## config.mk

```make
export PLATFORM = sky130hd
export DESIGN_NAME = preset_speed_mode_selector
export DESIGN_NICKNAME = d
export VERILOG_FILES = /design/src/hdl/preset_speed_mode_selector.v
export VERILOG_INCLUDE_DIRS = /design/src /design/src/hdl
export SDC_FILE = /design/constraint.sdc
export NUM_CORES = 1
export LEC_CHECK = 0
export ABC_AREA = 1
export BUFFER_PORTS_ARGS = -buffer_cell sky130_fd_sc_hd__buf_4
export CORE_MARGIN = 2
export CORE_UTILIZATION = 35
export DETAILED_ROUTE_END_ITERATION = 12
export SETUP_SLACK_MARGIN = 0.15
export SYNTH_ARGS = -nofsm -noshare
export SYNTH_HDL_FRONTEND = slang
export SYNTH_SLANG_ARGS = --single-unit
```

## constraint.sdc

```tcl
create_clock -name i_core_clk -period 7.35 [get_ports i_core_clk]
set_clock_uncertainty 0.1 [all_clocks]
set_input_delay 0.735 -clock i_core_clk [delete_from_list [all_inputs] [get_ports i_core_clk]]
set_output_delay 0.735 -clock i_core_clk [all_outputs]
set_load 0.005 [all_outputs]
```

## src/hdl/preset_speed_map.vh

```
`ifndef PRESET_SPEED_MAP_VH
`define PRESET_SPEED_MAP_VH

// Register byte offsets.
`define REG_MODE 8'h00
`define REG_ALLOC 8'h04
`define REG_PRESET1 8'h08
`define REG_PRESET2 8'h0c
`define REG_PRESET3 8'h10
`define REG_DECEL 8'h14
`define REG_STATUS 8'h18
`define REG_SPEED 8'h1c

// Allocation register bit positions.
`define ALLOC_CHANGED_BIT 0
`define ALLOC_CSEL_BIT 1
`define ALLOC_SPD_BIT 2

// Reset values.
`define RST_MODE 4'h3
`define RST_ALLOC 3'h0
`define RST_PRESET1 14'h0064
`define RST_PRESET2 14'h00c8
`define RST_PRESET3 14'h012c
`define RST_DECEL 16'h0000

// Control mode field values.
`define MODE_PRESET 4'h3
`define MODE_PS_SPD 4'h4
`define MODE_PS_POS 4'h5
`define MODE_PS_TRQ 4'h6
`define MODE_POS_SPD 4'h7
`define MODE_POS_TRQ 4'h8
`define MODE_TRQ_SPD 4'h9
`define MODE_SPD_ZCL 4'ha
`define MODE_POS_INH 4'hb

// Active control method codes.
`define METH_PRESET 2'h0
`define METH_SPEED 2'h1
`define METH_POS 2'h2
`define METH_TORQUE 2'h3

// Speed setting range top, rpm.
`define SPEED_SETTING_MAX 14'h2710

// Timing.
`define CLK_MHZ 100
`define SEL_LATENCY_MAX_US 2000
`define SEL_LATENCY_MAX_CYC (`SEL_LATENCY_MAX_US * `CLK_MHZ)
`define DECEL_STEP_CYC (`CLK_MHZ * 1000 / `SPEED_SETTING_MAX)
`define FILTER_CYC_DEFAULT 16'h03e8

`endif

```

## src/hdl/preset_speed_mode_selector.v

```verilog
// Overview of operation
// - Both speed selects off in preset operation gives zero speed, any direction.
// - Select A off, B on uses preset speed one.
// - Select A on, B on uses preset speed two.
// - Select A on, B off uses preset speed three.
// - Direction input off means forward, on means reverse.
// - Modes 4, 5, 6 pair preset speed with speed, position, torque.
// - Modes 7 to B pair pos/spd, pos/trq, trq/spd, spd/zclamp, pos/inhibit.
// - Modes 4-6 factory: both selects off runs alternate, else preset speed.
// - Switching into preset speed control is accepted at any time.
// - Shared speed select changes reach the decision within 2 ms.
// - Leaving preset for position decelerates over decel time, then waits for stop.
// - Modes 4-6 changed allocation: control select on runs alternate, off preset.
// - Changed allocation decodes speed from dedicated inputs, same table.
// - Modes 7-9 factory: shared direction on gives spd/trq/spd, off pos/pos/trq.
// - Modes 7-9 changed: control select chooses the method, same table.
// - Mode 3 selects preset speed control alone.
// - Factory allocation reuses the shared pins as direction and speed selects.
// - Preset speeds range 0 to 10000 rpm, clamped to motor maximum.
//
// Added by the designer: the address map and the plain strobed port.
`timescale 1ns/10ps
`default_nettype none
`include "preset_speed_map.vh"

module preset_speed_mode_selector #(
    parameter [13:0] MOTOR_MAX_SPEED = `SPEED_SETTING_MAX,
    parameter [15:0] FILTER_CYCLES   = `FILTER_CYC_DEFAULT
) (
    input  wire        i_core_clk,
    input  wire        i_rst_b,
    input  wire        i_ce,
    input  wire [7:0]  i_addr,
    input  wire [31:0] i_wr_data,
    input  wire        i_wr,
    input  wire        i_rd,
    output reg  [31:0] o_rd_data,
    input  wire        i_shared_direction_input_b,
    input  wire        i_shared_speed_select_a_b,
    input  wire        i_shared_speed_select_b_b,
    input  wire        i_dedicated_direction_input_b,
    input  wire        i_dedicated_speed_select_a_b,
    input  wire        i_dedicated_speed_select_b_b,
    input  wire        i_control_select_b,
    input  wire        i_motor_stopped,
    output reg  [1:0]  o_method,
    output reg         o_sub_mode,
    output reg  [15:0] o_speed_ref,
    output reg         o_reverse,
    output reg         o_decelerating
);

localparam [1:0] ST_PRESET = 2'h0;
localparam [1:0] ST_DECEL  = 2'h1;
localparam [1:0] ST_ALT    = 2'h2;
localparam integer STEP_CYC_I = `DECEL_STEP_CYC;
localparam [23:0]  STEP_CYC   = STEP_CYC_I[23:0];

////////////////////////////////////////////////////////////////////////
// Clamp a speed setting to the motor maximum.
function [13:0] clamp_speed;
    input [13:0] v;
    begin
        clamp_speed = (v > MOTOR_MAX_SPEED) ? MOTOR_MAX_SPEED : v;
    end
endfunction

////////////////////////////////////////////////////////////////////////
// Setup registers.
reg  [3:0]  control_mode_field;
reg  [2:0]  alloc;
reg  [13:0] preset_speed_one;
reg  [13:0] preset_speed_two;
reg  [13:0] preset_speed_three;
reg  [15:0] soft_start_decel_time;
reg  [1:0]  state;
reg  [13:0] cur_mag;

wire input_allocation_mode    = alloc[`ALLOC_CHANGED_BIT];
wire method_select_pin_assign = alloc[`ALLOC_CSEL_BIT];
wire preset_pins_assign       = alloc[`ALLOC_SPD_BIT];

always @(posedge i_core_clk or negedge i_rst_b) begin
    if (!i_rst_b) begin
        control_mode_field    <= `RST_MODE;
        alloc                 <= `RST_ALLOC;
        preset_speed_one      <= `RST_PRESET1;
        preset_speed_two      <= `RST_PRESET2;
        preset_speed_three    <= `RST_PRESET3;
        soft_start_decel_time <= `RST_DECEL;
    end else if (i_ce && i_wr) begin
        case (i_addr)
            `REG_MODE: begin
                control_mode_field <= i_wr_data[3:0];
            end
            `REG_ALLOC: begin
                alloc <= i_wr_data[2:0];
            end
            `REG_PRESET1: begin
                preset_speed_one <= clamp_speed(i_wr_data[13:0]);
            end
            `REG_PRESET2: begin
                preset_speed_two <= clamp_speed(i_wr_data[13:0]);
            end
            `REG_PRESET3: begin
                preset_speed_three <= clamp_speed(i_wr_data[13:0]);
            end
            `REG_DECEL: begin
                soft_start_decel_time <= i_wr_data[15:0];
            end
            default: begin
            end
        endcase
    end
end

// Read data stand only in the cycle after the strobe.
always @(posedge i_core_clk or negedge i_rst_b) begin
    if (!i_rst_b) begin
        o_rd_data <= 32'h00000000;
    end else if (i_ce) begin
        o_rd_data <= 32'h00000000;
        if (i_rd) begin
            case (i_addr)
                `REG_MODE:    o_rd_data <= {28'h0000000, control_mode_field};
                `REG_ALLOC:   o_rd_data <= {29'h00000000, alloc};
                `REG_PRESET1: o_rd_data <= {18'h00000, preset_speed_one};
                `REG_PRESET2: o_rd_data <= {18'h00000, preset_speed_two};
                `REG_PRESET3: o_rd_data <= {18'h00000, preset_speed_three};
                `REG_DECEL:   o_rd_data <= {16'h0000, soft_start_decel_time};
                `REG_STATUS:  o_rd_data <= {26'h0000000, o_sub_mode, o_reverse,
                                            state, o_method};
                `REG_SPEED:   o_rd_data <= {16'h0000, o_speed_ref};
                default:      o_rd_data <= 32'h00000000;
            endcase
        end
    end
end

////////////////////////////////////////////////////////////////////////
// Pin synchronisers and a stability filter.
reg  [6:0]  pin_meta;
reg  [6:0]  pin_sync;
reg  [6:0]  pin_on;
reg  [15:0] filt_cnt;
wire [6:0]  pin_raw = {i_control_select_b,
                       i_dedicated_direction_input_b,
                       i_dedicated_speed_select_a_b,
                       i_dedicated_speed_select_b_b,
                       i_shared_direction_input_b,
                       i_shared_speed_select_a_b,
                       i_shared_speed_select_b_b};

always @(posedge i_core_clk or negedge i_rst_b) begin
    if (!i_rst_b) begin
        pin_meta <= 7'h7f;
        pin_sync <= 7'h7f;
    end else if (i_ce) begin
        pin_meta <= pin_raw;
        pin_sync <= pin_meta;
    end
end

always @(posedge i_core_clk or negedge i_rst_b) begin
    if (!i_rst_b) begin
        pin_on   <= 7'h00;
        filt_cnt <= 16'h0000;
    end else if (i_ce) begin
        if (~pin_sync == pin_on) begin
            filt_cnt <= 16'h0000;
        end else if (filt_cnt >= FILTER_CYCLES) begin
            pin_on   <= ~pin_sync;
            filt_cnt <= 16'h0000;
        end else begin
            filt_cnt <= filt_cnt + 16'h0001;
        end
    end
end

wire csel_pin = pin_on[6];
wire ded_dir  = pin_on[5];
wire ded_a    = pin_on[4];
wire ded_b    = pin_on[3];
wire sh_dir   = pin_on[2];
wire sh_a     = pin_on[1];
wire sh_b     = pin_on[0];

////////////////////////////////////////////////////////////////////////
// Method and speed decode.
reg        eff_dir;
reg        eff_a;
reg        eff_b;
reg        csel;
reg        sel;
reg        want_preset;
reg [1:0]  alt_meth;
reg        next_sub;
reg [13:0] target_mag;

always @* begin
    if (input_allocation_mode) begin
        eff_dir = preset_pins_assign & ded_dir;
        eff_a   = preset_pins_assign & ded_a;
        eff_b   = preset_pins_assign & ded_b;
    end else begin
        eff_dir = sh_dir;
        eff_a   = sh_a;
        eff_b   = sh_b;
    end
    csel = input_allocation_mode & method_select_pin_assign & csel_pin;
    sel = input_allocation_mode ? csel : sh_dir;
    want_preset = 1'b0;
    alt_meth    = `METH_SPEED;
    next_sub    = 1'b0;
    case (control_mode_field)
        `MODE_PRESET: begin
            want_preset = 1'b1;
        end
        `MODE_PS_SPD, `MODE_PS_POS, `MODE_PS_TRQ: begin
            want_preset = input_allocation_mode ? ~csel : (eff_a | eff_b);
            if (control_mode_field == `MODE_PS_POS)
                alt_meth = `METH_POS;
            else if (control_mode_field == `MODE_PS_TRQ)
                alt_meth = `METH_TORQUE;
            else
                alt_meth = `METH_SPEED;
        end
        `MODE_POS_SPD: begin
            alt_meth = sel ? `METH_SPEED : `METH_POS;
        end
        `MODE_POS_TRQ: begin
            alt_meth = sel ? `METH_TORQUE : `METH_POS;
        end
        `MODE_TRQ_SPD: begin
            alt_meth = sel ? `METH_SPEED : `METH_TORQUE;
        end
        `MODE_SPD_ZCL: begin
            alt_meth = `METH_SPEED;
            next_sub = sel;
        end
        `MODE_POS_INH: begin
            alt_meth = `METH_POS;
            next_sub = sel;
        end
        default: begin
            alt_meth = `METH_SPEED;
        end
    endcase
    case ({eff_a, eff_b})
        2'b00: target_mag = 14'h0000;
        2'b01: target_mag = clamp_speed(preset_speed_one);
        2'b11: target_mag = clamp_speed(preset_speed_two);
        default: target_mag = clamp_speed(preset_speed_three);
    endcase
end

////////////////////////////////////////////////////////////////////////
// Control state machine with the stop ramp.
reg  [1:0]  next_state;
reg  [23:0] step_cnt;
reg         rev;
wire [23:0] step_len = {8'h00, soft_start_decel_time} * STEP_CYC;

always @* begin
    next_state = state;
    case (state)
        ST_PRESET: begin
            if (!want_preset)
                next_state = (alt_meth == `METH_POS) ? ST_DECEL : ST_ALT;
        end
        ST_DECEL: begin
            if (want_preset)
                next_state = ST_PRESET;
            else if (cur_mag == 14'h0000 && i_motor_stopped)
                next_state = ST_ALT;
        end
        ST_ALT: begin
            if (want_preset)
                next_state = ST_PRESET;
        end
        default: begin
            next_state = ST_PRESET;
        end
    endcase
end

always @(posedge i_core_clk or negedge i_rst_b) begin
    if (!i_rst_b) begin
        state    <= ST_PRESET;
        cur_mag  <= 14'h0000;
        rev      <= 1'b0;
        step_cnt <= 24'h000000;
    end else if (i_ce) begin
        state <= next_state;
        if (next_state == ST_PRESET) begin
            cur_mag  <= target_mag;
            rev      <= eff_dir;
            step_cnt <= 24'h000000;
        end else if (state == ST_DECEL) begin
            if (soft_start_decel_time == 16'h0000) begin
                cur_mag <= 14'h0000;
            end else if (step_cnt + 24'h000001 >= step_len) begin
                step_cnt <= 24'h000000;
                if (cur_mag != 14'h0000)
                    cur_mag <= cur_mag - 14'h0001;
            end else begin
                step_cnt <= step_cnt + 24'h000001;
            end
        end else if (next_state == ST_ALT) begin
            cur_mag <= 14'h0000;
        end
    end
end

always @(posedge i_core_clk or negedge i_rst_b) begin
    if (!i_rst_b) begin
        o_method       <= `METH_PRESET;
        o_sub_mode     <= 1'b0;
        o_speed_ref    <= 16'h0000;
        o_reverse      <= 1'b0;
        o_decelerating <= 1'b0;
    end else if (i_ce) begin
        o_method       <= (state == ST_ALT) ? alt_meth : `METH_PRESET;
        o_sub_mode     <= (state == ST_ALT) ? next_sub : 1'b0;
        o_reverse      <= rev & (cur_mag != 14'h0000);
        o_decelerating <= (state == ST_DECEL);
        o_speed_ref    <= rev ? (16'h0000 - {2'b00, cur_mag}) : {2'b00, cur_mag};
    end
end

endmodule // preset_speed_mode_selector

`default_nettype wire

```

=== After elaboration in Yosys (flattened, before gate mapping) ===
Index checks and enable logic that the tools add are counted.

* Bits in registers: 196
* Input bits: 53
* Output and inout bits: 53
* Word-level logic and storage cells: 131

* $add $sub $neg: 4
* Multipliers: 1
* $lt $le $gt $ge: 6
* Eq/ne operators: 26
* Muxes and demuxes: 41
* Bitwise operators: 10
* Reduce and logical (&&, ||, !) cells: 23

{| class="wikitable"
|+ Operators with widths
! cell !! count
|-
| two-way mux 14 bit || 10
|-
| case mux 16 bit (8 select lines) || 1
|-
| two-way mux 24 bit || 4
|-
| two-way mux 16 bit || 4
|-
| greater-than comparator 14 bit (second input constant) || 4
|-
| case mux 14 bit (3 select lines) || 1
|-
| == test 8 x 5 -> 1 bit (second input constant) || 4
|-
| adder 24 x 1 -> 24 bit (second input constant) || 1
|-
| >= comparator 24 x 20 -> 1 bit || 1
|-
| two-way mux 2 bit || 10
|-
| multiplier 16 x 3 -> 19 bit (second input constant) || 1
|-
| adder 16 x 1 -> 16 bit (second input constant) || 1
|-
| == test 4 x 3 -> 1 bit (second input constant) || 4
|-
| == test 4 bit (second input constant) || 4
|-
| == test 8 x 4 -> 1 bit (second input constant) || 2
|-
| >= comparator 16 x 10 -> 1 bit (second input constant) || 1
|-
| logical NOT 16 bit || 1
|-
| subtractor 1 x 14 -> 15 bit (first input constant) || 1
|-
| logical NOT 14 bit || 1
|-
| AND reduction 2 bit || 7
|-
| nonzero test 14 bit || 1
|-
| subtractor 14 x 1 -> 14 bit (second input constant) || 1
|-
| case mux 2 bit (5 select lines) || 1
|-
| == test 2 bit (second input constant) || 4
|-
| 22 further kinds || 41
|}

=== Longest topological paths before layout ===
* Word-level depth: 13
* Mapped depth: 26
* Gate-level depth less buffers: 25

=== Worst setup path after synthesis ===
No wires, ideal clock.

* Path type: reg2reg
* Start: reg soft_start_decel_time[1]
* End: reg cur_mag[10]
* Setup time: 117 ps
* Arrival: 3295 ps
* Data required time: 7133 ps
* Path slack: 3838 ps
* Stages on the path, launching flop included: 24
* Path buffers: 1
* Period minus slack after synthesis: 3512 ps
* Cells stage by stage: dfrtp_1 -> ha_1 -> ha_1 -> fa_1 -> nand3_1 -> nand2_1 -> a21oi_1 -> o21ai_0 -> nand3_1 -> nand2_1 -> nand3_1 -> nand2_1 -> xor2_1 -> ha_1 -> nand2_1 -> o21a_1 -> nand3_1 -> nor2_1 -> nand2_1 -> nand2_2 -> nand2_4 -> buf_2 -> nand3_1 -> nand2_1

* Cells in the longest elaborated chain, start to end: 4
* Elaborated cells between the ends (all ways): 9
* Classes of those cells: mul: 1; order compare: 1; eq/ne: 2; mux: 3; reduce/logical: 2

{| class="wikitable"
|+ Ends and longest elaborated chain
! item !! RTL line !! RTL
|-
| start: declaration || preset_speed_mode_selector.v:75 || <nowiki>reg [15:0] soft_start_decel_time;</nowiki>
|-
| start signal: assignment || preset_speed_mode_selector.v:90 || <nowiki>soft_start_decel_time <= `RST_DECEL;</nowiki>
|-
| start signal: assignment || preset_speed_mode_selector.v:109 || <nowiki>soft_start_decel_time <= i_wr_data[15:0];</nowiki>
|-
| multiplier 16 x 3 -> 19 bit or logical NOT 16 bit (tied branches) || preset_speed_mode_selector.v:262, preset_speed_mode_selector.v:300 ||
|-
| >= comparator 24 x 20 -> 1 bit or two-way mux 14 bit (tied branches) || preset_speed_mode_selector.v:302, preset_speed_mode_selector.v:300 ||
|-
| != test 4 x 2 -> 1 bit (no line) or two-way mux 14 bit (tied branches) || -- ||
|-
| AND reduction 4 bit (no line) or two-way mux 14 bit (tied branches) || -- ||
|-
| end signal: assignment || preset_speed_mode_selector.v:296 || <nowiki>cur_mag <= target_mag;</nowiki>
|-
| end signal: assignment || preset_speed_mode_selector.v:305 || <nowiki>cur_mag <= cur_mag - 14'h0001;</nowiki>
|-
| end: declaration || preset_speed_mode_selector.v:77 || <nowiki>reg [13:0] cur_mag;</nowiki>
|}

Several ways; a longest one is shown, not always the timed one.
A chain may end at the register's enable or synchronous reset.

=== Final worst setup path ===
* Start: reg soft_start_decel_time[3]
* End: reg step_cnt[15]

* Cells in the longest elaborated chain, start to end: 6
* Elaborated cells between the ends (all ways): 9
* Classes of those cells: mul: 1; order compare: 1; eq/ne: 1; mux: 4; reduce/logical: 2

{| class="wikitable"
|+ Ends and longest elaborated chain
! item !! RTL line !! RTL
|-
| multiplier 16 x 3 -> 19 bit || preset_speed_mode_selector.v:262 || <nowiki>wire [23:0] step_len = {8'h00, soft_start_decel_time} * STEP_CYC;</nowiki>
|-
| >= comparator 24 x 20 -> 1 bit || preset_speed_mode_selector.v:302 || <nowiki>end else if (step_cnt + 24'h000001 >= step_len) begin</nowiki>
|-
| two-way mux 24 bit || preset_speed_mode_selector.v:302 ||
|-
| two-way mux 24 bit || preset_speed_mode_selector.v:300 || <nowiki>if (soft_start_decel_time == 16'h0000) begin</nowiki>
|-
| two-way mux 24 bit || preset_speed_mode_selector.v:299 || <nowiki>end else if (state == ST_DECEL) begin</nowiki>
|-
| two-way mux 24 bit || preset_speed_mode_selector.v:295 || <nowiki>if (next_state == ST_PRESET) begin</nowiki>
|-
| end signal: assignment || preset_speed_mode_selector.v:307 || <nowiki>step_cnt <= step_cnt + 24'h000001;</nowiki>
|-
| end: declaration || preset_speed_mode_selector.v:260 || <nowiki>reg [23:0] step_cnt;</nowiki>
|}

Several ways; a longest one is shown, not always the timed one. The select of a mux whose other input is x is not followed.

==> flow_summary.ini <==
[run_status]
status = complete, no violations

[clock_network]
clk_pin_slew_ns = 0.08
cts_resized = 0
htreeDepth = 4
cts.sinks = 179
cts_buffer_depth = 2
clock-root-buffer = clkbuf_16
hold_buffers = 0
cts_buffers = 17
cts_setup_buffers = 0
clkLatencyLatePin_ns = 0.44
cts_tree = yes

[die]
core_mm2 = 0.0306
initial_core_util = 0.356
fp.dieArea_mm2 = 0.0325
die_h_um = 180
fp-row-count = 64
ios = 106
die_w_um = 180

[worst_setup_path]
path_delay_family = simple AND/OR/NAND/NOR gates
max_stage_delay_ns = 0.79
crit_arrival_ns = 4.93
crit_chain = ha_1 -> ha_1 -> fa_1 -> nand3_1 -> nand2_1 -> a21oi_1 -> o21ai_0 -> nand3_1 -> nand2_1 -> nand3_1 -> nand2_1 -> xor2_1 -> ha_1 -> nand2_1 -> o21a_1 -> nand3_1 -> nor2_1 -> nand4_1 -> o21ai_0
cp.required_ns = 7.58
worst-setup-path-type = reg2reg
cp_max_fo = 20
critPathSlowestCell = nand4_1
start_kind = flop
end_kind = flop
cp_num_buf_inv = 0

[finish]
fill_cells = 3180
layout-drive-gt1-share = 0.110
syn_to_final_growth_pct = 13.0
register_area_mm2 = 0.00451
nets = 1573
fin_cells = 1877
fin_area_mm2 = 0.0123
multiInputGateArea_mm2 = 0.00538
antenna_cells = 0

[global_route]
grt_pass1_wl_mm = 51.3
track_usage = 0.198
antenna_found_initial = 0
grt_pass1_vias = 9423
grt_start_max_net_pins = 99
grt_overflow = 0

[power]
cellPowerDensity_mw_per_mm2 = 207
ir_drop_v = 0.000165
leakage_nw = 6.00

[routing]
dr.pass1.iters = 5
drtIter0Drc = 745
wire_per_inst_um = 16.8
viasPerCell = 5.21
ant_nets = 0
vias = 9785
drc = 0
wl_mm = 31.6

[timing]
max_slew_margin = 0.243
period_share = 0.640
setup_viol = 0
rsz0062_at_grt = no
tightest_slew_ns = 1.13
setup_ws_ns = 2.65
clock.fmax_mhz = 213
period_needed_ns = 4.70
hold_viol_final = 0
finalMaxSlewViolations = 0
tns_ns = 0

[logic_synthesis]
yosys_warnings = 0
ys_top_cells_by_area = dfrtp_1 35%, nand2_1 13%, inv_1 6.4%, dfstp_2 6.3%, ha_1 5.9%
synthCells = 1419
synth-edff-count = 0
synthesis.area_mm2 = 0.0109
synth.most_common_cell = nand2_1
synth_top_cell_by_area = dfrtp_1
synth-seq-cells = 179
synth.avg_cell_area_um2 = 7.66
synth_top_area_share = 0.352
ys_types = 54
synth_seq_area_share = 0.415
synth_async_sr_flop_share = 1.00
synthTopCellsByCount = 365 x nand2_1, 185 x inv_1, 153 x dfrtp_1
synthFlopType = dfrtp_1

[placed_design]
port_buffers = 73
dp_cells = 1845
hpwl_mm = 23.1
gp_congestion = 0.963
post-place-ws_ns = 2.61
dpl_cell_area_mm2 = 0.0117

[hold_path]
hold_path.class = in2async

[run]
maxCapViolations = 0
==> path summary, 6_finish.rpt <==
check	from	to	slack (ns)	cells past startpoint
worst max-delay path	soft_start_decel_time[3]	step_cnt[15]	2.65	19
worst min-delay path	i_rst_b	step_cnt[11]	0.26	1
worst max register to register	soft_start_decel_time[3]	step_cnt[15]	2.65	19
worst min register to register	pin_meta[2]	pin_meta[2]	0.36	2
max in group asynchronous	i_rst_b	o_speed_ref[13]	5.26	2
min in group i_core_clk	pin_meta[2]	pin_meta[2]	0.36	2
==> cell usage in the layout (no fill, tap or decap), types with 4 or more instances in the layout <==
cell       instances
inv_1            184
xnor2_1           19
nor2_1            78
nand2_1          365
o31ai_1            7
ha_1              51
xor2_1            29
nor3_1            28
a311oi_1           7
o21ai_1           14
inv_6              4
o21ai_0          117
o22ai_1           49
inv_8              4
nand2_2            6
dfrtp_1          153
nor4_1            15
nand4_1           12
clkbuf_16         17
conb_1            16
nand3_1           81
o211ai_1           4
a21oi_1           63
dfstp_2           26
buf_4             76
==> power breakdown <==
part           internal (mW)  total [mW]  switching (mW)
clock network          0.529       0.983           0.454
registers               1.07        1.14          0.0754
logic                  0.148       0.418           0.271
total                   1.74        2.54           0.800
==> sequential cells by signal (all words and copies together), names as in the netlist, 2 cells and up <==
register	cells
o_speed_ref	15
o_method	2
o_rd_data	16
step_cnt	24
pin_sync	7
soft_start_decel_time	16
preset_speed_three	14
preset_speed_one	14
cur_mag	14
control_mode_field	4
preset_speed_two	14
filt_cnt	16
pin_meta	7
alloc	3
pin_on	7
state	2
==> layout make-up <==
cell class                 count  share of cell area
clock buffer                  18              0.0357
clock inverter                14              0.0149
inverter                     187              0.0571
multi-input combinational   1006               0.438
sequential                   179               0.367
tap                          396              0.0403
timing repair buffer          77              0.0473
==> per-layer routing <==
| metal | up-vias | wire [um] | GRT usage |
|---|---|---|---|
| li1 | 4763 | - | - |
| met5 | - | 0 | 0 |
| met4 | 0 | 521 | 0.0510 |
| met1 | 4701 | 15600 | 0.292 |
| met2 | 293 | 13700 | 0.299 |
| met3 | 28 | 1810 | 0.0335 |
==> kinds of logic (layout without fill, tap and decap cells) <==
| family | count (synthesis) | in the layout | synth area share |
|---|---|---|---|
| buffers and inverters | 249 | 296 | 0.0957 |
| AND/OR/NAND/NOR | 603 | 603 | 0.238 |
| flip-flops | 179 | 179 | 0.415 |
| AO/OA/AOI/OAI | 286 | 286 | 0.151 |
| adder cells (fa/ha/maj) | 52 | 52 | 0.0605 |
| XOR/XNOR | 48 | 48 | 0.0387 |
| multiplexers | 1 | 1 | 0.000920 |
| other | 1 | 16 | 0.000345 |
==> metrics by stage <==
step / hold slack [ns] / util / power, mW
after global placement: 0.356 / 0.382 / 1.57
after detailed placement: 0.356 / 0.382 / 1.58
after global routing: 0.350 / 0.402 / 2.68
final: 0.265 / 0.402 / 2.54
after floorplan: 0.339 / - / 1.42
after CTS: 0.344 / 0.402 / 2.57
(Power assumes the default switching activity.)
